$ cat config.mk
export PLATFORM = sky130hd
export DESIGN_NAME = mcs_top
export DESIGN_NICKNAME = d
export VERILOG_FILES = /design/src/core/mcs_pkg.sv /design/src/core/mcs_carrier_gen.sv /design/src/core/mcs_wake_detect.sv /design/src/core/mcs_top.sv
export VERILOG_INCLUDE_DIRS = /design/src /design/src/core
export SDC_FILE = /design/constraint.sdc
export NUM_CORES = 1
export LEC_CHECK = 0
export ABC_AREA = 0
export BUFFER_PORTS_ARGS = -buffer_cell sky130_fd_sc_hd__buf_4
export CORE_AREA = 3 3 79 81
export CTS_CLUSTER_SIZE = 8
export DETAILED_ROUTE_END_ITERATION = 8
export DIE_AREA = 0 0 82 84
export GPL_ROUTABILITY_DRIVEN = 0
export GPL_TIMING_DRIVEN = 0
export PLACE_DENSITY = 0.54
export SYNTH_ARGS = -nofsm -noshare
export SYNTH_HDL_FRONTEND = slang
export SYNTH_SLANG_ARGS = --single-unit
$ cat constraint.sdc
create_clock -name clk -period 2.5 [get_ports clk]
set_input_delay 0.125 -clock clk [delete_from_list [all_inputs] [get_ports clk]]
set_output_delay 0.125 -clock clk [all_outputs]
set_load 0.005 [all_outputs]
$ cat src/core/mcs_regs.svh
// constants for the mode control and standby block
// Summary of operation
// - mode bit 0 picks rotate-left fill: accumulator msb or serial input pin
// - mode bit 1 sets key scan pins direction: 0 input, 1 output
// - mode bit 2 stops (0) or runs (1) the transmit down counter
// - mode bit 3 picks carrier divide: 0 by 8, 1 by 12
// - large ROM: mode bits 4 and 5 give data pointer address bits 8, 9
// - small ROM: bit 4 gives pointer msb; bit 5 always written 0
// - mode bit 6: standby keeps oscillator (0) or stops it (1)
// - reset clears mode bits 0, 8 and 9; others keep any value
// - standby stops execution and keeps all registers and memory unchanged
// - stop mode halts the oscillator so clocked functions cease until wake
// - stop standby during timer count freezes cpu, oscillator stops at zero
// - halt mode keeps clock running while cpu idles until release
// - operand low bits pick wake: serial, key scan, key input, timer
// - operand bit 3 picks wake level: 0 low, 1 high
// - serial wake while rotate fill is accumulator msb releases at once
// - key scan wake only counts while key scan pins are inputs
// - all clear pin low resets cpu including program counter
// - low voltage reset drives transmit indicator low
// - option picks divide-by-12 carrier duty: half or one third
// - hang-up option resets in stop if keys are inputs or any low
// - wake condition marked unused, true in halt, resets the device
// - timer reaching zero ends a timer wait standby
`ifndef MCS_REGS_SVH
`define MCS_REGS_SVH
// mode control bit positions
`define MCS_MB_ROT 0
`define MCS_MB_KDIR 1
`define MCS_MB_TRUN 2
`define MCS_MB_CSEL 3
`define MCS_MB_DP8 4
`define MCS_MB_DP9 5
`define MCS_MB_STOP 6
// reset values and internal-reset keep mask
`define MCS_MODE_RST 10'h000
`define MCS_MODE_KEEP 10'h0fe
// timing in system clocks
`define MCS_MC_LAST 3'h7
`define MCS_DIV8_LAST 4'h7
`define MCS_DIV12_LAST 4'hb
`define MCS_HI_DIV8 4'h4
`define MCS_HI_HALF 4'h6
`define MCS_HI_THIRD 4'h4
`endif

$ cat src/core/mcs_pkg.sv
// types shared by the mode control and standby block
`default_nettype none
package mcs_pkg;
    typedef enum logic [1:0] {ST_RUN, ST_HALT, ST_STOP_WAIT, ST_STOP} mcs_state_type;
    typedef enum logic [2:0] {
        WK_SERIAL = 3'h0,
        WK_KEY_IO = 3'h1,
        WK_KEY_IN = 3'h2,
        WK_TIMER = 3'h3
    } mcs_wake_type;
endpackage : mcs_pkg
`default_nettype wire

$ cat src/core/mcs_carrier_gen.sv
// carrier divider with selectable divide and duty
`timescale 1ns/1ps
`default_nettype none
`include "mcs_regs.svh"
module mcs_carrier_gen import mcs_pkg::*; (
    // clock and reset
    input wire logic clk,
    input wire logic nrst,
    // control
    input wire logic en,
    input wire logic div12,
    input wire logic duty_third,
    // carrier
    output logic carrier
);
    logic [3:0] cnt_r;
    logic [3:0] last;
    logic [3:0] hi;

    // period and high time per divide and duty option
    assign last = div12 ? `MCS_DIV12_LAST : `MCS_DIV8_LAST;
    assign hi = div12 ? (duty_third ? `MCS_HI_THIRD : `MCS_HI_HALF) : `MCS_HI_DIV8;

    // phase counter restarts with every enable so bursts begin high
    always_ff @(posedge clk or negedge nrst) begin
        if (!nrst) begin
            cnt_r <= 4'h0;
        end else if (!en || cnt_r >= last) begin
            cnt_r <= 4'h0;
        end else begin
            cnt_r <= cnt_r + 4'h1;
        end
    end

    // output flop
    always_ff @(posedge clk or negedge nrst) begin
        if (!nrst) begin
            carrier <= 1'b0;
        end else begin
            carrier <= en && (cnt_r < hi);
        end
    end
endmodule : mcs_carrier_gen
`default_nettype wire

$ cat src/core/mcs_wake_detect.sv
// standby release and unused-condition decode
`timescale 1ns/1ps
`default_nettype none
module mcs_wake_detect import mcs_pkg::*; (
    // selection
    input wire logic [3:0] operand,
    input wire logic rot_serial,
    input wire logic key_io_inputs,
    // sources
    input wire logic serial_in,
    input wire logic [7:0] key_scan_io_in,
    input wire logic [3:0] key_input,
    input wire logic timer_zero,
    // unused-condition options
    input wire logic opt_unused_serial,
    input wire logic opt_unused_key_io,
    input wire logic opt_unused_key_in,
    // results
    output logic hit,
    output logic unused_hit
);
    logic lvl;
    logic m_ser;
    logic m_kio;
    logic m_ki;

    // level compare: any pin at the chosen level counts
    assign lvl = operand[3];
    assign m_ser = (serial_in == lvl);
    assign m_kio = |(key_scan_io_in ~^ {8{lvl}});
    assign m_ki = |(key_input ~^ {4{lvl}});

    // source select; codes 4 to 7 never release
    always_comb begin
        unique case (operand[2:0])
            WK_SERIAL: hit = rot_serial ? m_ser : 1'b1;
            WK_KEY_IO: hit = key_io_inputs && m_kio;
            WK_KEY_IN: hit = m_ki;
            WK_TIMER: hit = timer_zero;
            default: hit = 1'b0;
        endcase
    end

    // a condition marked unused that comes true asks for a reset
    assign unused_hit = (opt_unused_serial && rot_serial && m_ser) ||
                        (opt_unused_key_io && key_io_inputs && m_kio) ||
                        (opt_unused_key_in && m_ki);
endmodule : mcs_wake_detect
`default_nettype wire

$ cat src/core/mcs_top.sv
// mode control register, standby sequencing and reset paths
`timescale 1ns/1ps
`default_nettype none
`include "mcs_regs.svh"
module mcs_top import mcs_pkg::*; #(
    parameter bit LARGE_ROM = 1'b1
) (
    // clock and reset
    input wire logic clk,
    input wire logic nrst,
    // mode control register port
    input wire logic mode_wr,
    input wire logic [9:0] mode_wdata,
    output logic [9:0] mode_rdata,
    // standby instruction
    input wire logic halt_exec,
    input wire logic [3:0] halt_operand,
    output logic cpu_stall,
    output logic osc_enable,
    output logic wake_pulse,
    // reset sources
    input wire logic all_clear_n,
    input wire logic lvd_reset,
    output logic cpu_reset,
    // pins and datapath
    input wire logic serial_in,
    input wire logic [7:0] key_scan_io_in,
    input wire logic [3:0] key_input,
    input wire logic acc_msb,
    output logic rotate_in_bit,
    output logic key_scan_io_oe,
    // timer and transmit
    input wire logic timer_zero,
    input wire logic carrier_enable,
    output logic timer_run,
    output logic carrier_output,
    output logic tx_indicator,
    output logic [1:0] dp_high,
    // mask options
    input wire logic opt_duty_third,
    input wire logic opt_key_io_hangup,
    input wire logic opt_unused_serial,
    input wire logic opt_unused_key_io,
    input wire logic opt_unused_key_in
);
    // ************************************************
    // state
    // ************************************************
    logic [9:0] mode_r;
    logic [3:0] op_r;
    logic [2:0] mc_cnt_r;
    mcs_state_type state_r;
    mcs_state_type state_nxt;
    logic cpu_reset_r;
    logic mc_tick;
    logic sample;
    logic hit;
    logic unused_hit;
    logic hangup;
    logic self_rst;
    logic wake;
    logic car_en;

    // ************************************************
    // mode control register
    // ************************************************

    // writes only land while running; internal reset clears bits 0, 8, 9
    always_ff @(posedge clk or negedge nrst) begin
        if (!nrst) begin
            mode_r <= `MCS_MODE_RST;
        end else if (cpu_reset_r) begin
            mode_r <= mode_r & `MCS_MODE_KEEP;
        end else if (mode_wr && state_r == ST_RUN) begin
            mode_r <= mode_wdata;
        end
    end

    // register-driven control outputs
    always_ff @(posedge clk or negedge nrst) begin
        if (!nrst) begin
            mode_rdata <= `MCS_MODE_RST;
            key_scan_io_oe <= 1'b0;
            timer_run <= 1'b0;
            dp_high <= 2'h0;
        end else begin
            mode_rdata <= mode_r;
            key_scan_io_oe <= mode_r[`MCS_MB_KDIR];
            timer_run <= mode_r[`MCS_MB_TRUN];
            // small part ties address bit 9 low whatever bit 5 holds
            dp_high <= {LARGE_ROM ? mode_r[`MCS_MB_DP9] : 1'b0, mode_r[`MCS_MB_DP8]};
        end
    end

    // rotate fill bit follows the pin or accumulator msb per bit 0, one clock behind
    always_ff @(posedge clk or negedge nrst) begin
        if (!nrst) begin
            rotate_in_bit <= 1'b0;
        end else begin
            rotate_in_bit <= mode_r[`MCS_MB_ROT] ? serial_in : acc_msb;
        end
    end

    // ************************************************
    // machine cycle and wake sampling
    // ************************************************

    // eight clocks a machine cycle, the timer's own pace
    always_ff @(posedge clk or negedge nrst) begin
        if (!nrst) begin
            mc_cnt_r <= 3'h0;
        end else if (cpu_reset_r) begin
            mc_cnt_r <= 3'h0;
        end else begin
            mc_cnt_r <= mc_cnt_r + 3'h1;
        end
    end

    assign mc_tick = (mc_cnt_r == `MCS_MC_LAST);
    // with the oscillator stopped there are no machine cycles, so pins are watched every clock
    assign sample = (state_r == ST_STOP) || mc_tick;

    mcs_wake_detect u_wake (
        .operand(op_r),
        .rot_serial(mode_r[`MCS_MB_ROT]),
        .key_io_inputs(!mode_r[`MCS_MB_KDIR]),
        .serial_in(serial_in),
        .key_scan_io_in(key_scan_io_in),
        .key_input(key_input),
        .timer_zero(timer_zero),
        .opt_unused_serial(opt_unused_serial),
        .opt_unused_key_io(opt_unused_key_io),
        .opt_unused_key_in(opt_unused_key_in),
        .hit(hit),
        .unused_hit(unused_hit)
    );

    // hang-up: keys left as inputs or any key pin low while stopped
    assign hangup = opt_key_io_hangup && (!mode_r[`MCS_MB_KDIR] || !(&key_scan_io_in));
    assign self_rst = (state_r == ST_HALT && mc_tick && unused_hit) ||
                      (state_r == ST_STOP && hangup);
    assign wake = (state_r != ST_RUN) && sample && hit && !self_rst;

    // ************************************************
    // standby sequencer
    // ************************************************

    // next state; stop waits for the counter when it is still running
    always_comb begin
        state_nxt = state_r;
        unique case (state_r)
            ST_RUN: begin
                if (halt_exec) begin
                    if (!mode_r[`MCS_MB_STOP]) begin
                        state_nxt = ST_HALT;
                    end else if (mode_r[`MCS_MB_TRUN] && !timer_zero) begin
                        state_nxt = ST_STOP_WAIT;
                    end else begin
                        state_nxt = ST_STOP;
                    end
                end
            end
            ST_HALT: begin
                if (wake) begin
                    state_nxt = ST_RUN;
                end
            end
            ST_STOP_WAIT: begin
                if (wake) begin
                    state_nxt = ST_RUN;
                end else if (timer_zero) begin
                    state_nxt = ST_STOP;
                end
            end
            ST_STOP: begin
                if (wake) begin
                    state_nxt = ST_RUN;
                end
            end
        endcase
    end

    // state, operand capture and the flopped standby outputs
    always_ff @(posedge clk or negedge nrst) begin
        if (!nrst) begin
            state_r <= ST_RUN;
            op_r <= 4'h0;
            cpu_stall <= 1'b0;
            osc_enable <= 1'b1;
            wake_pulse <= 1'b0;
        end else if (cpu_reset_r) begin
            state_r <= ST_RUN;
            op_r <= 4'h0;
            cpu_stall <= 1'b0;
            osc_enable <= 1'b1;
            wake_pulse <= 1'b0;
        end else begin
            state_r <= state_nxt;
            if (state_r == ST_RUN && halt_exec) begin
                op_r <= halt_operand;
            end
            cpu_stall <= (state_nxt != ST_RUN);
            osc_enable <= (state_nxt != ST_STOP);
            wake_pulse <= wake;
        end
    end

    // ************************************************
    // resets, carrier and transmit indicator
    // ************************************************

    // all clear pin, low voltage and self resets merge into one flop
    always_ff @(posedge clk or negedge nrst) begin
        if (!nrst) begin
            cpu_reset_r <= 1'b1;
        end else begin
            cpu_reset_r <= !all_clear_n || lvd_reset || self_rst;
        end
    end

    assign cpu_reset = cpu_reset_r;

    // no carrier while stopped or held in reset
    assign car_en = carrier_enable && osc_enable && !cpu_reset_r;

    mcs_carrier_gen u_carrier (
        .clk(clk),
        .nrst(nrst),
        .en(car_en),
        .div12(mode_r[`MCS_MB_CSEL]),
        .duty_third(opt_duty_third),
        .carrier(carrier_output)
    );

    // indicator is low while carrier goes out; low voltage forces it low
    always_ff @(posedge clk or negedge nrst) begin
        if (!nrst) begin
            tx_indicator <= 1'b1;
        end else if (lvd_reset) begin
            tx_indicator <= 1'b0;
        end else begin
            tx_indicator <= !car_en;
        end
    end
endmodule : mcs_top
`default_nettype wire

* After elaboration in Yosys (flattened, before gate mapping)
Index checks and enable logic that the tools add are counted.
** Operators by class
- Bitwise logic cells :: 3
- $add $sub $neg :: 2
- Muxes and demuxes :: 24
- Magnitude comparators :: 2
- Reductions and logical operators :: 45
- Equality and inequality tests :: 9
** Operator list (count)
- $mux 10 :: 2
- $mux 4 :: 5
- $logic_and 1x1->1 :: 19
- $mux 2 :: 7
- $logic_or 1x1->1 :: 8
- $reduce_and 8->1 :: 1
- $reduce_bool 2->1 :: 4
- $reduce_or 8->1 :: 1
- $xnor 8x8->8 :: 1
- $logic_not 1->1 :: 7
- $mux 1 :: 7
- $eq 3x2->1 const B :: 2
- $pmux 2 s3 :: 1
- $add 4x1->4 const B :: 1
- $eq 2x2->1 const B :: 2
- $ge 4x4->1 :: 1
- $lt 4x4->1 :: 1
- $pmux 1 s4 :: 1
- $reduce_or 4->1 :: 1
- $xnor 4x4->4 :: 1
- $add 3x1->3 const B :: 1
- $eq 3x1->1 const B :: 1
- $eq 3x3->1 const B :: 1
- $logic_not 3->1 :: 1
- 8 further kinds :: 8
** Storage, ports and cells
- Output and inout port bits :: 21
- Word-level logic and storage cells :: 102
- Input port bits :: 41
- Register bits :: 44

* Depth between registers and ports, before layout
- Word-level depth :: 13
- Gate-level depth with buffers :: 8
- Gate-level depth less buffers :: 8

* By module
A second synthesis with hierarchy kept.
** Second synthesis, totals
- Cells, all modules :: 146
- Area total of the unflattened synthesis :: 1726.7 µm²
** Modules (own cells, without submodules)
- mcs_top :: cells an instance 99, seq. area each 879.6 µm², times used 1, area each 1326.3 µm²
- mcs_carrier_gen :: cells an instance 24, seq. area each 125.1 µm², times used 1, area each 245.2 µm²
- mcs_wake_detect :: cells an instance 23, seq. area each 0.0 µm², times used 1, area each 155.1 µm²

* Worst setup path after synthesis
OpenSTA, ideal clock, no wires.
- Path type :: reg2reg
- Start :: reg mc_cnt_r[0]
- End :: reg state_r[1]
- Data arrival time :: 1.640 ns
- Path buffers :: 0
- Path slack :: 0.742 ns
- Cell stages (with the launch flop) :: 9
- Period minus slack after synthesis :: 1.758 ns
- Path through :: dfrtp_1 ha_1 ha_1 and3b_1 nand4_1 o21ai_1 a311oi_2 a21boi_1 o21ba_1
** On the way
- Word-level cells in the longest chain between the ends :: 9
- Elaborated cells on any way between the ends :: 13
** Ends and longest elaborated chain
- from (decl) :: RTL line mcs_top.sv:51 : logic [2:0] mc_cnt_r;
- from (signal assigned) :: RTL line mcs_top.sv:115 : mc_cnt_r <= mc_cnt_r + 3'h1;
- $eq 3x3->1 (no line) (*)
- $logic_and 1x1->1 (2 in series) :: RTL line mcs_top.sv:140 : assign self_rst = (state_r == ST_HALT && mc_tick && unused_hit) ||
- $logic_or 1x1->1 :: RTL line mcs_top.sv:140
- $logic_not 1->1 :: RTL line mcs_top.sv:142 : assign wake = (state_r != ST_RUN) && sample && hit && !self_rst;
- $logic_and 1x1->1 (*) :: RTL line mcs_top.sv:142
- $mux 2 (on tied branches) :: RTL line mcs_top.sv:164, mcs_top.sv:176, mcs_top.sv:169
- $pmux 2 s3 (*) :: RTL line mcs_top.sv:151 : unique case (state_r)
- $mux 2 (*) :: RTL line mcs_top.sv:191 : end else if (cpu_reset_r) begin
- to (signal assigned) :: RTL line mcs_top.sv:198 : state_r <= state_nxt;
- to (decl) :: RTL line mcs_top.sv:52 : mcs_state_type state_r;
Every way passes the cells marked *; elsewhere a longest branch is shown, timed or not.
A chain may end at the register's enable or synchronous reset.

* Worst setup path after layout
- Start :: reg op_r[3]
- End :: reg state_r[1]
** On the way
- Word-level cells in the longest chain between the ends :: 12
- Elaborated cells on any way between the ends :: 22
** Ends and longest elaborated chain
- from (decl) :: RTL line mcs_top.sv:50 : logic [3:0] op_r;
- from (signal assigned) :: RTL line mcs_top.sv:200 : op_r <= halt_operand;
- $xnor 8x8->8 :: RTL line mcs_wake_detect.sv:30 : assign m_kio = |(key_scan_io_in ~^ {8{lvl}});
- $reduce_or 8->1 :: RTL line mcs_wake_detect.sv:30
- $logic_and 1x1->1 :: RTL line mcs_wake_detect.sv:46 : (opt_unused_key_io && key_io_inputs && m_kio) ||
- $logic_or 1x1->1 :: RTL line mcs_wake_detect.sv:45 : assign unused_hit = (opt_unused_serial && rot_serial && m_ser) ||
- $logic_or 1x1->1 :: RTL line mcs_wake_detect.sv:46
- $logic_and 1x1->1 :: RTL line mcs_top.sv:140
- $logic_or 1x1->1 :: RTL line mcs_top.sv:140
- $logic_not 1->1 :: RTL line mcs_top.sv:142
- $logic_and 1x1->1 (*) :: RTL line mcs_top.sv:142
- $mux 2 (on tied branches) :: RTL line mcs_top.sv:164, mcs_top.sv:176, mcs_top.sv:169
- $pmux 2 s3 (*) :: RTL line mcs_top.sv:151
- $mux 2 (*) :: RTL line mcs_top.sv:191
Marked as above.

==> flow_summary.html <==
<table>
<tr><th>Metric</th><th>Value</th></tr>
<tr><th colspan="2">Setup path</th></tr>
<tr><td>CP endpoint kind</td><td>flip-flop</td></tr>
<tr><td>Nature of the critical path startpoint</td><td>flip-flop</td></tr>
<tr><td>Kind of critical path</td><td>flip-flop to flip-flop</td></tr>
<tr><td>Critical path data required time</td><td>2.68 ns</td></tr>
<tr><td>Maximum fanout count along the critical path</td><td>6</td></tr>
<tr><td>Critical path data arrival time</td><td>2.24 ns</td></tr>
<tr><th colspan="2">Timing</th></tr>
<tr><td>Setup TNS</td><td>0 ns</td></tr>
<tr><td>Final count of pins violating max slew</td><td>0</td></tr>
<tr><td>Finish-stage setup viols</td><td>0</td></tr>
<tr><td>Final worst clock skew</td><td>0.00562 ns</td></tr>
<tr><td>Final Hold Violating Endpoints</td><td>0</td></tr>
<tr><td>Transition time at the pin with the least slew margin</td><td>0.671 ns</td></tr>
<tr><td>Fin crit share</td><td>0.821</td></tr>
<tr><td>RSZ-0062 raised after global routing</td><td>false</td></tr>
<tr><td>Worst relative slew slack</td><td>0.551</td></tr>
<tr><td>Peak clock frequency supported by timing</td><td>487 MHz</td></tr>
<tr><td>Worst hold slack across all endpoints</td><td>0.0376 ns</td></tr>
<tr><td>Shortest period the worst path allows</td><td>2.05 ns</td></tr>
<tr><th colspan="2">Place</th></tr>
<tr><td>Post-DP HPWL</td><td>2.83 mm</td></tr>
<tr><td>Port Buffer Count</td><td>61</td></tr>
<tr><td>Placed Instances</td><td>279</td></tr>
<tr><th colspan="2">CTS</th></tr>
<tr><td>CTS tree</td><td>yes</td></tr>
<tr><td>Htree depth</td><td>2</td></tr>
<tr><td>Setup bufs post-CTS</td><td>0</td></tr>
<tr><td>Sinks on the clock net</td><td>40</td></tr>
<tr><td>Inserted Clock Buffers</td><td>5</td></tr>
<tr><td>Clock Path Buffers</td><td>2</td></tr>
<tr><td>Clock Latency Late Sink</td><td>0.29 ns</td></tr>
<tr><td>Clk slew on worst S/H paths</td><td>0.08 ns</td></tr>
<tr><td>Cts repair resizes</td><td>0</td></tr>
<tr><td>Post-CTS Hold Fix Bufs</td><td>3</td></tr>
<tr><td>CTS root buf</td><td>clkbuf_8</td></tr>
<tr><th colspan="2">Die</th></tr>
<tr><td>Total I/O pin count</td><td>62</td></tr>
<tr><td>Site Rows</td><td>27</td></tr>
<tr><td>Total die area</td><td>0.00689 mm²</td></tr>
<tr><td>Core region area</td><td>0.00554 mm²</td></tr>
<tr><td>Die outline height</td><td>84 µm</td></tr>
<tr><td>Horizontal extent of the die</td><td>82 µm</td></tr>
<tr><td>Initial standard-cell utilization of the core</td><td>0.304</td></tr>
<tr><th colspan="2">Drt</th></tr>
<tr><td>Final wirelength</td><td>3.75 mm</td></tr>
<tr><td>Antenna-violating nets left</td><td>0</td></tr>
<tr><td>Initial DRC Count</td><td>63</td></tr>
<tr><td>Via total after detailed routing</td><td>1320</td></tr>
<tr><td>Number of detailed-route iterations in the first pass</td><td>4</td></tr>
<tr><td>Via density per instance</td><td>4.55</td></tr>
<tr><td>DR WL/cell</td><td>12.9 µm</td></tr>
<tr><td>Residual DRC</td><td>0</td></tr>
<tr><th colspan="2">Synthesis</th></tr>
<tr><td>Synth Area per Inst</td><td>11.6 µm²</td></tr>
<tr><td>Number of synthesized register bits</td><td>40</td></tr>
<tr><td>Number of enable-type register cells in the synthesized netlist</td><td>0</td></tr>
<tr><td>Post-synthesis net count</td><td>192</td></tr>
<tr><td>Post-Synthesis Cell Area</td><td>0.00169 mm²</td></tr>
<tr><td>Yosys warnings</td><td>0</td></tr>
<tr><td>Proportion of register bits with asynchronous set or reset after synthesis</td><td>1.00</td></tr>
<tr><td>Primary FF master, synth</td><td>dfrtp_1</td></tr>
<tr><td>Count of distinct cell types in the synthesized netlist</td><td>37</td></tr>
<tr><td>Number of cells produced by synthesis</td><td>146</td></tr>
<tr><td>Portion of the post-synthesis area used by sequential elements</td><td>0.596</td></tr>
<tr><th colspan="2">Layout</th></tr>
<tr><td>Non-filler cells in the finished layout</td><td>290</td></tr>
<tr><td>Nets</td><td>263</td></tr>
<tr><td>End-of-flow core utilization</td><td>0.424</td></tr>
<tr><td>Antenna diode count</td><td>0</td></tr>
<tr><td>Fraction of final layout cells with drive strength greater than 1</td><td>0.381</td></tr>
<tr><td>Area Growth Syn to Fin</td><td>39.3%</td></tr>
<tr><th colspan="2">Global route</th></tr>
<tr><td>Initial antenna violation count</td><td>0</td></tr>
<tr><td>Global-route congestion overflow total</td><td>0</td></tr>
<tr><td>GRT Resource Usage Total</td><td>0.118</td></tr>
<tr><td>Wire length of the first global-routing pass</td><td>6.18 mm</td></tr>
<tr><td>Vias in the first global route</td><td>1302</td></tr>
<tr><td>Pin count of the biggest net entering global routing</td><td>41</td></tr>
<tr><th colspan="2">Status</th></tr>
<tr><td>Status</td><td>finished clean</td></tr>
<tr><th colspan="2">Power and ir drop</th></tr>
<tr><td>Leakage component of the power</td><td>1.12 nW</td></tr>
<tr><td>Peak ir drop on the vdd network</td><td>0.194 mV</td></tr>
<tr><td>Overall power after layout</td><td>0.00142 W</td></tr>
<tr><td>Power per Cell Area</td><td>606 mW/mm²</td></tr>
<tr><th colspan="2">Job</th></tr>
<tr><td>Number of maximum-capacitance constraint violations</td><td>0</td></tr>
<tr><th colspan="2">Hold path</th></tr>
<tr><td>HP Class</td><td>input pin to flip-flop</td></tr>
</table>
sequential cells by signal, indices dropped and copies added (netlist names):
signal	cells
mode_r	10
mode_rdata	9
op_r	4
u_carrier.cnt_r	4
mc_cnt_r	3
state_r	2
cpu_reset	1
cpu_stall	1
dp_high	1
osc_enable	1
rotate_in_bit	1
tx_indicator	1
u_carrier.carrier	1
wake_pulse	1
final cells by class:
type / count / area [µm²]
Multi-Input combinational cell: 95 / 626
Clock buffer: 6 / 72.6
Buffer: 6 / 37.5
Timing Repair Buffer: 64 / 488
Tap cell: 72 / 90.1
Sequential cell: 40 / 1000
Fill cell: 564 / 3190
Clock inverter: 2 / 12.5
Inverter: 5 / 18.8
layer usage:
metal | global-route usage | share of wire | vias to the layer above
li1 | - | - | 657
met3 | 0.0356 | 0.085 | 5
met5 | 0 | 0 | -
met2 | 0.179 | 0.47 | 43
met1 | 0.155 | 0.43 | 615
met4 | 0.0498 | 0.018 | 0
Yosys cell counts, types with 3 or more instances:
cell type	instances	area (µm²)
nand3_1	10	50.1
ha_1	5	62.6
nor2_1	10	37.5
dfstp_2	3	78.8
nand2_1	12	45.0
mux2_2	7	78.8
dfrtp_1	37	926
a21oi_1	12	60.1
inv_1	5	18.8
nor2b_1	5	31.3
nand4_1	3	18.8
buf_4	4	30.0
critical path: stages (launching register included):
cell and delay [ns]:
dfrtp_1 0.44, or4b_1 0.45, mux2i_1 0.21, o21ai_1 0.11, a311oi_2 0.39, a21boi_1 0.14
o21ba_1 0.19
placed cells by master, fill, tap and decap left out, drive strengths merged, types with 2 or more instances in the layout:
cell,count
a211o,2
a21o,2
a21oi,12
buf,65
clkbuf,8
dfrtp,37
dfstp,3
dlygate4sd3,3
ha,5
inv,5
mux2,7
nand2,12
nand3,10
nand3b,2
nand4,3
nor2,10
nor2b,5
nor4,2
o21ai,3
or3,2
xnor2,2
report_power, final:
part	internal (W)	total [W]	leakage, nW	switching [W]
logic	0.000159	0.000253	0.570	0.0000940
clock network	0.000195	0.000416	0.0412	0.000221
registers	0.000714	0.000755	0.512	0.0000411
total	0.00107	0.00142	1.12	0.000356
stage by stage:
step / setup WS (ns) / cell area [µm²]
2_1_floorplan: 0.742 / 1690
3_3_place_gp: 0.456 / 2230
3_5_place_dp: 0.439 / 2230
4_1_cts: 0.423 / 2350
5_1_grt: 0.270 / 2350
6_report: 0.448 / 2350
cell families after synthesis:
| group | after synthesis | synth area share |
|---|---|---|
| adder cells (fa/ha/maj) | 5 | 0.0371 |
| flip-flops | 40 | 0.596 |
| buffers and inverters | 11 | 0.0334 |
| multiplexers | 8 | 0.0527 |
| AO/OA/AOI/OAI | 26 | 0.102 |
| XOR/XNOR | 3 | 0.0156 |
| AND/OR/NAND/NOR | 53 | 0.164 |
final timing paths:
path                                  startpoint                            to  cells after the start  slack (ns)
max                          op_r[3]$_DFFE_PN0P_          state_r[1]$_DFF_PN0_                      6        0.45
min                                mode_wdata[3]         mode_r[3]$_DFFE_PN0P_                      3        0.04
max reg2reg                  op_r[3]$_DFFE_PN0P_          state_r[1]$_DFF_PN0_                      6        0.45
min reg2reg                mode_r[7]$_DFFE_PN0P_       mode_rdata[7]$_DFF_PN0_                      0        0.37
max in group asynchronous                   nrst           cpu_reset$_DFF_PN1_                      2        1.78
min in group asynchronous                   nrst  u_carrier.cnt_r[2]$_DFF_PN0_                      2        0.35
No activity file was read; power rests on OpenSTA's default activity.
